==> src/rtl/conv_cfg_pkg.sv <==
// constants and types for the converter configuration register bank
// Summary of operation
// - one 3-bit pre-emphasis field drives all 16 serial lanes of both groups
// - 3-bit charge-pump scale: 0..7 map -70% to +100%, reset code 3 nominal
// - dual-channel: swap 0 routes A to A, B to B; swap 1 crosses them
// - swap bit has no effect in single-channel modes
// - single-channel input: 1 input A, 2 input B, 3 both; 0 reserved
// - single-channel selection has no effect outside single-channel modes
// - input mux changes take effect only after a new calibration run
// - calibration runs while enable bit 0 is high, held in reset when low
// - clearing calibration enable also resets digital and link clock dividers
package conv_cfg_pkg;
	// register indexes; each register owns the aligned word at four times its index
	localparam int addr_w = 10;
	localparam logic [7:0] addr_preemph = 8'h48;
	localparam logic [7:0] addr_cp = 8'h4f;
	localparam logic [7:0] addr_insel = 8'h60;
	localparam logic [7:0] addr_calen = 8'h61;
	localparam logic [7:0] rst_preemph = 8'h00;
	localparam logic [7:0] rst_cp = 8'h13;
	localparam logic [7:0] rst_insel = 8'h01;
	localparam logic [7:0] rst_calen = 8'h01;
	localparam int lanes = 16;
	localparam int pe_boost_bit = 3;
	localparam int swap_bit = 4;
	localparam int cal_en_bit = 0;
	localparam logic [1:0] sel_reserved = 2'h0;
	localparam logic [1:0] sel_a = 2'h1;
	localparam logic [1:0] sel_b = 2'h2;
	localparam logic [1:0] sel_both = 2'h3;
	localparam logic [1:0] resp_okay = 2'h0;
	localparam logic [1:0] resp_slverr = 2'h2;
	// routing seen by the analog front end
	typedef struct packed {
		logic ch_a_from_b;   // channel a samples input b
		logic ch_b_from_a;   // channel b samples input a
		logic ch_b_active;   // channel b converts
	} route_s;
	// serializer drive setting shared by every lane
	typedef struct packed {
		logic [2:0] level;
		logic extra;
	} preemph_s;
endpackage

==> src/rtl/converter_config_registers.sv <==
// axi4-lite register bank with mux routing and calibration/divider reset control
`timescale 1ns/10ps
module converter_config_registers (
	input wire logic aclk, // 50 MHz clock
	input wire logic aresetn, // synchronous reset, active low
	input wire logic [conv_cfg_pkg::addr_w-1:0] s_axi_awaddr, // write byte address
	input wire logic s_axi_awvalid, // write address valid
	output logic s_axi_awready, // write address ready
	input wire logic [31:0] s_axi_wdata, // write data
	input wire logic [3:0] s_axi_wstrb, // write strobes
	input wire logic s_axi_wvalid, // write data valid
	output logic s_axi_wready, // write data ready
	output logic [1:0] s_axi_bresp, // write response
	output logic s_axi_bvalid, // write response valid
	input wire logic s_axi_bready, // write response ready
	input wire logic [conv_cfg_pkg::addr_w-1:0] s_axi_araddr, // read byte address
	input wire logic s_axi_arvalid, // read address valid
	output logic s_axi_arready, // read address ready
	output logic [31:0] s_axi_rdata, // read data
	output logic [1:0] s_axi_rresp, // read response
	output logic s_axi_rvalid, // read data valid
	input wire logic s_axi_rready, // read data ready
	input wire logic channel_mode_single, // channel mode selector picks single-channel
	output conv_cfg_pkg::preemph_s lane_preemph [conv_cfg_pkg::lanes], // per-lane drive
	output logic [2:0] charge_pump_scale, // pll charge-pump current code
	output conv_cfg_pkg::route_s input_route, // active mux routing
	output logic cal_run, // calibration runs when high
	output logic divider_reset // digital and link divider reset
);
	logic [7:0] reg_preemph;
	logic [7:0] reg_cp;
	logic [7:0] reg_insel;
	logic [7:0] reg_calen;
	logic [conv_cfg_pkg::addr_w-1:0] aw_addr;
	logic [conv_cfg_pkg::addr_w-3:0] aw_index;
	logic [conv_cfg_pkg::addr_w-3:0] ar_index;
	logic wr_pe;
	logic wr_cp;
	logic wr_is;
	logic wr_ce;
	logic aw_held;
	logic [31:0] w_data;
	logic [3:0] w_strb;
	logic w_held;
	logic do_write;
	logic cal_en_q;
	logic cal_start;
	logic mode_s1;
	logic mode_s2;
	conv_cfg_pkg::route_s next_route;

	// both channels may arrive in either order; hold each until the pair is complete
	assign s_axi_awready = !aw_held && !s_axi_bvalid;
	assign s_axi_wready = !w_held && !s_axi_bvalid;
	assign do_write = aw_held && w_held && !s_axi_bvalid;
	assign s_axi_arready = !s_axi_rvalid;

	// word index of the byte address; byte lane 0 carries each register
	assign aw_index = aw_addr[conv_cfg_pkg::addr_w-1:2];
	assign ar_index = s_axi_araddr[conv_cfg_pkg::addr_w-1:2];
	assign wr_pe = do_write && w_strb[0] && aw_index == conv_cfg_pkg::addr_preemph;
	assign wr_cp = do_write && w_strb[0] && aw_index == conv_cfg_pkg::addr_cp;
	assign wr_is = do_write && w_strb[0] && aw_index == conv_cfg_pkg::addr_insel;
	assign wr_ce = do_write && w_strb[0] && aw_index == conv_cfg_pkg::addr_calen;

	always_ff @(posedge aclk) begin
		if (!aresetn) begin
			aw_held <= 1'b0;
			aw_addr <= '0;
		end else if (s_axi_awvalid && s_axi_awready) begin
			aw_held <= 1'b1;
			aw_addr <= s_axi_awaddr;
		end else if (do_write) begin
			aw_held <= 1'b0;
		end
	end

	always_ff @(posedge aclk) begin
		if (!aresetn) begin
			w_held <= 1'b0;
			w_data <= 32'h00000000;
			w_strb <= 4'h0;
		end else if (s_axi_wvalid && s_axi_wready) begin
			w_held <= 1'b1;
			w_data <= s_axi_wdata;
			w_strb <= s_axi_wstrb;
		end else if (do_write) begin
			w_held <= 1'b0;
		end
	end

	always_ff @(posedge aclk) begin
		if (!aresetn) begin
			s_axi_bvalid <= 1'b0;
			s_axi_bresp <= conv_cfg_pkg::resp_okay;
		end else if (do_write) begin
			s_axi_bvalid <= 1'b1;
			case (aw_index)
				conv_cfg_pkg::addr_preemph, conv_cfg_pkg::addr_cp,
				conv_cfg_pkg::addr_insel, conv_cfg_pkg::addr_calen: begin
					s_axi_bresp <= conv_cfg_pkg::resp_okay;
				end
				default: begin
					s_axi_bresp <= conv_cfg_pkg::resp_slverr;
				end
			endcase
		end else if (s_axi_bready) begin
			s_axi_bvalid <= 1'b0;
		end
	end

	// reserved bits are stored and read back as written
	always_ff @(posedge aclk) begin
		if (!aresetn) begin
			reg_preemph <= conv_cfg_pkg::rst_preemph;
		end else if (wr_pe) begin
			reg_preemph <= w_data[7:0];
		end
	end

	// charge-pump scale register
	always_ff @(posedge aclk) begin
		if (!aresetn) begin
			reg_cp <= conv_cfg_pkg::rst_cp;
		end else if (wr_cp) begin
			reg_cp <= w_data[7:0];
		end
	end

	// input select and calibration enable sit in words of their own
	always_ff @(posedge aclk) begin
		if (!aresetn) begin
			reg_insel <= conv_cfg_pkg::rst_insel;
		end else if (wr_is) begin
			reg_insel <= w_data[7:0];
		end
	end

	always_ff @(posedge aclk) begin
		if (!aresetn) begin
			reg_calen <= conv_cfg_pkg::rst_calen;
		end else if (wr_ce) begin
			reg_calen <= w_data[7:0];
		end
	end

	always_ff @(posedge aclk) begin
		if (!aresetn) begin
			s_axi_rvalid <= 1'b0;
			s_axi_rdata <= 32'h00000000;
			s_axi_rresp <= conv_cfg_pkg::resp_okay;
		end else if (s_axi_arvalid && s_axi_arready) begin
			s_axi_rvalid <= 1'b1;
			s_axi_rresp <= conv_cfg_pkg::resp_okay;
			case (ar_index)
				conv_cfg_pkg::addr_preemph: begin
					s_axi_rdata <= {24'h000000, reg_preemph};
				end
				conv_cfg_pkg::addr_cp: begin
					s_axi_rdata <= {24'h000000, reg_cp};
				end
				conv_cfg_pkg::addr_insel: begin
					s_axi_rdata <= {24'h000000, reg_insel};
				end
				conv_cfg_pkg::addr_calen: begin
					s_axi_rdata <= {24'h000000, reg_calen};
				end
				default: begin
					s_axi_rdata <= 32'h00000000;
					s_axi_rresp <= conv_cfg_pkg::resp_slverr;
				end
			endcase
		end else if (s_axi_rready) begin
			s_axi_rvalid <= 1'b0;
		end
	end

	// lane drive copies one global setting
	generate
		for (genvar i = 0; i < conv_cfg_pkg::lanes; i++) begin : g_lane
			assign lane_preemph[i] = {reg_preemph[2:0], reg_preemph[conv_cfg_pkg::pe_boost_bit]};
		end
	endgenerate

	assign charge_pump_scale = reg_cp[2:0];

	always_ff @(posedge aclk) begin
		if (!aresetn) begin
			cal_en_q <= conv_cfg_pkg::rst_calen[conv_cfg_pkg::cal_en_bit];
		end else begin
			cal_en_q <= reg_calen[conv_cfg_pkg::cal_en_bit];
		end
	end

	assign cal_run = reg_calen[conv_cfg_pkg::cal_en_bit];
	assign divider_reset = !reg_calen[conv_cfg_pkg::cal_en_bit];
	assign cal_start = cal_run && !cal_en_q;

	// mode level comes from another block's timing; resynchronise
	always_ff @(posedge aclk) begin
		if (!aresetn) begin
			mode_s1 <= 1'b0;
			mode_s2 <= 1'b0;
		end else begin
			mode_s1 <= channel_mode_single;
			mode_s2 <= mode_s1;
		end
	end

	always_comb begin
		next_route = '0;
		if (mode_s2) begin
			// swap ignored here
			case (reg_insel[1:0])
				conv_cfg_pkg::sel_b: begin
					next_route.ch_a_from_b = 1'b1;
				end
				conv_cfg_pkg::sel_both: begin
					next_route.ch_b_active = 1'b1;
				end
				default: begin
					next_route = '0;
				end
			endcase
		end else begin
			// single selection ignored here
			next_route.ch_b_active = 1'b1;
			next_route.ch_a_from_b = reg_insel[conv_cfg_pkg::swap_bit];
			next_route.ch_b_from_a = reg_insel[conv_cfg_pkg::swap_bit];
		end
	end

	// routing latches only when a calibration run begins
	always_ff @(posedge aclk) begin
		if (!aresetn) begin
			input_route <= '0;
		end else if (cal_start) begin
			input_route <= next_route;
		end
	end

	chk_cal_reset_div: assert property (@(posedge aclk) disable iff (!aresetn)
		divider_reset == !reg_calen[conv_cfg_pkg::cal_en_bit])
		else $error("divider reset does not follow calibration enable");
	chk_route_hold: assert property (@(posedge aclk) disable iff (!aresetn)
		!$past(cal_start) |-> $stable(input_route))
		else $error("routing changed without calibration start");
	chk_cp_follow: assert property (@(posedge aclk) disable iff (!aresetn)
		wr_cp |=> charge_pump_scale == $past(w_data[2:0]))
		else $error("charge pump scale mismatch");
	chk_lane_all: assert property (@(posedge aclk) disable iff (!aresetn)
		lane_preemph[conv_cfg_pkg::lanes-1] == lane_preemph[0])
		else $error("lanes disagree");
	chk_boost_bit: assert property (@(posedge aclk) disable iff (!aresetn)
		lane_preemph[0].extra == reg_preemph[conv_cfg_pkg::pe_boost_bit])
		else $error("boost not applied");
	chk_cal_run: assert property (@(posedge aclk) disable iff (!aresetn)
		cal_run == reg_calen[conv_cfg_pkg::cal_en_bit])
		else $error("cal run mismatch");
	chk_swap_dual: assert property (@(posedge aclk) disable iff (!aresetn)
		cal_start && !mode_s2 |=> input_route.ch_a_from_b == $past(reg_insel[conv_cfg_pkg::swap_bit]))
		else $error("dual swap wrong");
	chk_single_noswap: assert property (@(posedge aclk) disable iff (!aresetn)
		cal_start && mode_s2 |=> !input_route.ch_b_from_a)
		else $error("swap applied in single mode");
	chk_dual_nosel: assert property (@(posedge aclk) disable iff (!aresetn)
		cal_start && !mode_s2 |=> input_route.ch_b_active)
		else $error("single select applied in dual mode");
	chk_single_sel: assert property (@(posedge aclk) disable iff (!aresetn)
		cal_start && mode_s2 && reg_insel[1:0] == conv_cfg_pkg::sel_b |=> input_route.ch_a_from_b)
		else $error("input b not selected");
	chk_single_a: assert property (@(posedge aclk) disable iff (!aresetn)
		cal_start && mode_s2 && reg_insel[1:0] == conv_cfg_pkg::sel_a |=> input_route == '0)
		else $error("input a not selected");
	chk_single_both: assert property (@(posedge aclk) disable iff (!aresetn)
		cal_start && mode_s2 && reg_insel[1:0] == conv_cfg_pkg::sel_both
		|=> input_route.ch_b_active && !input_route.ch_a_from_b)
		else $error("split input selection wrong");
	chk_swap_b_side: assert property (@(posedge aclk) disable iff (!aresetn)
		cal_start && !mode_s2 |=> input_route.ch_b_from_a == $past(reg_insel[conv_cfg_pkg::swap_bit]))
		else $error("dual swap wrong on channel b");
	chk_cal_clear: assert property (@(posedge aclk) disable iff (!aresetn)
		wr_ce && !w_data[conv_cfg_pkg::cal_en_bit] |=> !cal_run && divider_reset)
		else $error("clearing calibration enable had no effect");
	chk_cal_set: assert property (@(posedge aclk) disable iff (!aresetn)
		wr_ce && w_data[conv_cfg_pkg::cal_en_bit] |=> cal_run && !divider_reset)
		else $error("setting calibration enable had no effect");
	chk_pe_write: assert property (@(posedge aclk) disable iff (!aresetn)
		wr_pe |=> lane_preemph[0] == {$past(w_data[2:0]), $past(w_data[conv_cfg_pkg::pe_boost_bit])})
		else $error("pre-emphasis write not applied");

	// bus answers stand until taken
	chk_bresp_hold: assert property (@(posedge aclk) disable iff (!aresetn)
		s_axi_bvalid && !s_axi_bready |=> s_axi_bvalid && $stable(s_axi_bresp))
		else $error("write response dropped before taken");
	chk_rdata_hold: assert property (@(posedge aclk) disable iff (!aresetn)
		s_axi_rvalid && !s_axi_rready |=> s_axi_rvalid && $stable(s_axi_rdata) && $stable(s_axi_rresp))
		else $error("read data dropped before taken");
	chk_write_answer: assert property (@(posedge aclk) disable iff (!aresetn)
		do_write |=> s_axi_bvalid)
		else $error("write response missing");
	chk_read_answer: assert property (@(posedge aclk) disable iff (!aresetn)
		s_axi_arvalid && s_axi_arready |=> s_axi_rvalid)
		else $error("read data missing");
endmodule

==> config.mk <==
export PLATFORM = sky130hd
export DESIGN_NAME = converter_config_registers
export DESIGN_NICKNAME = d
export VERILOG_FILES = /design/src/rtl/conv_cfg_pkg.sv /design/src/rtl/converter_config_registers.sv
export SDC_FILE = /design/constraint.sdc
export NUM_CORES = 1
export LEC_CHECK = 0
export ABC_AREA = 1
export BUFFER_PORTS_ARGS = -buffer_cell sky130_fd_sc_hd__buf_2
export CAP_MARGIN = 20
export CORE_UTILIZATION = 46
export DETAILED_ROUTE_END_ITERATION = 12
export PLACE_DENSITY = 0.8
export SYNTH_ARGS = -nofsm -noshare
export SYNTH_HDL_FRONTEND = slang
export SYNTH_SLANG_ARGS = --single-unit
==> constraint.sdc <==
create_clock -name aclk -period 1.5 [get_ports aclk]
set_input_delay 0.15 -clock aclk [delete_from_list [all_inputs] [get_ports aclk]]
set_output_delay 0.15 -clock aclk [all_outputs]
set_load 0.05 [all_outputs]
==> run_results.csv <==
group,metric,value,unit
logic_synthesis,synth_common_cells,"buf_4 (97), nand2_1 (70), dfxtp_1 (69)",
cells_and_area,nets,606,
route,drt_wl_total,7810,um
outcome,outcome,"finished clean",
logic_synthesis,yosysSeqAreaShare,38.7,%
floorplanning,fp.dieW,90.1,um
global_route,antenna_found_initial,0,
timing,final_hold_viol_count,0,
placed_design,detailed_place_hpwl,5590,um
cells_and_area,drive_gt1_share,32.7,%
critical_path,cp-start-kind,"flop",
power,p_per_area,1020,nW/um^2
critical_path,worstPathRequired,1740,ps
cts,cts_buffer_depth,2,
route,drt_iter0_markers,297,
global_route,grt_max_degree,30,
logic_synthesis,synth_area_leaders,"dfxtp_1 (39%), buf_4 (20%), nand3_1 (7.9%), nand2_1 (7.4%), a21oi_1 (7.2%)",
route,drtPass1Iterations,5,
timing,fin_skew,10.3,ps
placed_design,port_buffers,119,
floorplanning,num_rows,31,
critical_path,end_kind,"flop",
logic_synthesis,syn_avg_cell_area,7.42,sq um
logic_synthesis,ys.flop_type,"dfxtp_1",
cts,cts_tree,"yes",
route,dr_total_vias,3129,
timing,fin_ws,85.0,ps
route,drc,0,
logic_synthesis,synth_area,3570,sq um
logic_synthesis,synth_edf_count,0,
global_route,grt_pass1_wl,12700,um
floorplanning,dieArea,8120,sq um
timing,setup_violations,0,
global_route,grt_overflow,0,
cts,cts_buffers,9,
timing,fin_crit,1420,ps
floorplanning,core,7370,sq um
route,drtAntennaViolNets,0,
cts,root_buffer,"clkbuf_8",
critical_path,worstPathMaxFanout,10,
global_route,grt_usage,19.4,%
timing,timing.final.crit_share,94.3,%
logic_synthesis,yosys_warnings,0,
floorplanning,dieHeight,90.1,um
floorplanning,start_util,48.4,%
placed_design,gp_congestion,0.853,
timing,finalMaxSlewViolations,0,
route,viasPerCell,4.84,
placed_design,post_dp_cell_area,3760,sq um
power,power_leakage,2.03,nW
timing,max_freq,0.707,GHz
cts,cts_max_level,3,
logic_synthesis,synth_top_area_share,38.7,%
floorplanning,pin_count,177,
flow_run,max_cap_viol_count,0,
logic_synthesis,synth_seq_cells,69,
route,routedWlPerCell,12.1,um
cts,clk_pin_slew,70,ps
critical_path,crit_arrival,1650,ps
logic_synthesis,synth_cell_types,22,
logic_synthesis,synth_most_common_cell,"buf_4",
timing,setup-tns-final,0,ps
placed_design,place_ws,5.72,ps
critical_path,worstSetupPathType,"reg -> reg",
cts,cts.sinks,69,
cells_and_area,final_area,4010,sq um
power,irDropWorstVdd,0.763,mV
logic_synthesis,synth-async-reset-ratio,0,%
logic_synthesis,synth_largest_area_cell,"dfxtp_1",
logic_synthesis,syn_inst,481,
cells_and_area,syn_to_final_growth,12.4,%
global_route,grt_pass1_vias,2734,
worst_hold_path,holdCritPathClass,"in -> reg",
cells_and_area,diodes,0,
cts,clock_latency,340,ps
## flip-flops by register name, summed over array words and instances (netlist names)
name / count
aw_addr: 8
reg_calen: 8
reg_cp: 8
reg_insel: 8
reg_preemph: 8
s_axi_rdata: 8
w_data: 8
input_route: 3
aw_held: 1
cal_en_q: 1
mode_s1: 1
mode_s2: 1
s_axi_bresp: 1
s_axi_bvalid: 1
s_axi_rresp: 1
s_axi_rvalid: 1
w_held: 1
w_strb: 1
## final timing paths
check / from / end / slack (ps) / depth (start not counted)
worst max register to register: w_held$_SDFFE_PN0P_ / reg_calen[5]$_SDFFE_PN0P_ / 80 / 9
worst max-delay path: w_held$_SDFFE_PN0P_ / reg_calen[5]$_SDFFE_PN0P_ / 80 / 9
worst min register to register: mode_s1$_SDFF_PN0_ / mode_s2$_SDFF_PN0_ / 420 / 2
worst min-delay path: s_axi_awaddr[9] / aw_addr[9]$_SDFFE_PN0P_ / 60 / 3
## power breakdown
group	switching (mW)	leakage [nW]	internal [mW]
clock network	0.711	0.106	0.940
logic	0.385	1.36	0.122
registers	0.0562	0.564	1.89
## per-layer routing
layer	track usage, %	vias up	routed length, um
li1	-	1576	-
met1	23.0	1402	3350
met2	33.8	136	3830
met3	4.57	15	478
met4	7.12	0	153
met5	0	-	0
## kinds of logic after synthesis
logic type / count (synthesis) / share of synthesized area [%]
AOI/OAI and AO/OA: 99 / 14.2
buffers and inverters: 143 / 25.5
DFF: 69 / 38.7
other: 1 / 0.105
and+or+nand+nor: 169 / 21.5
## cell usage in the layout (no fill, tap or decap), drive strengths merged, types with 9 or more instances in the layout
master and count:
o21ai 42, conb 26, nor2 38, clkbuf 9, a21oi 51, inv 34, dfxtp 69, buf 132
nand2 72, nand3 56
## repair_timing
action	CTS	global route
endpoints found under the setup margin	7	82
endpoints found under the hold margin	1	0
gates cloned	0	0
gates resized for setup	2	7
buffers inserted	0	0
hold buffers	1	0
pin swaps	0	0
## through the flow
step	utilization (%)	hold slack, ps	std cells	power, mW
2_1_floorplan	-	248	506	2.40
4_1_cts	54.2	47.5	646	4.12
6_report	54.4	56.0	646	4.10
3_5_place_dp	51.0	340	629	2.48
5_1_grt	54.4	58.0	646	4.25
3_3_place_gp	51.0	335	629	2.47
## worst max-delay path, stage by stage (launching register included)
cell and delay [ps]:
dfxtp_2 370, inv_1 60, nor2_2 90, nand2_2 110
nor2_4 160, inv_2 80, nor2_8 190, inv_2 100
nor2_1 100, nor2_1 60
## area by class of cell
cell class	instances	area [sq um]
Sequential cell	69	1390
Timing Repair Buffer	133	728
Multi-Input combinational cell	294	1410
Fill cell	691	3360
Clock buffer	9	124
Inverter	35	139
Tap cell	99	124
Clock inverter	7	97.6
Note: power is estimated with default switching activity, not from simulation.
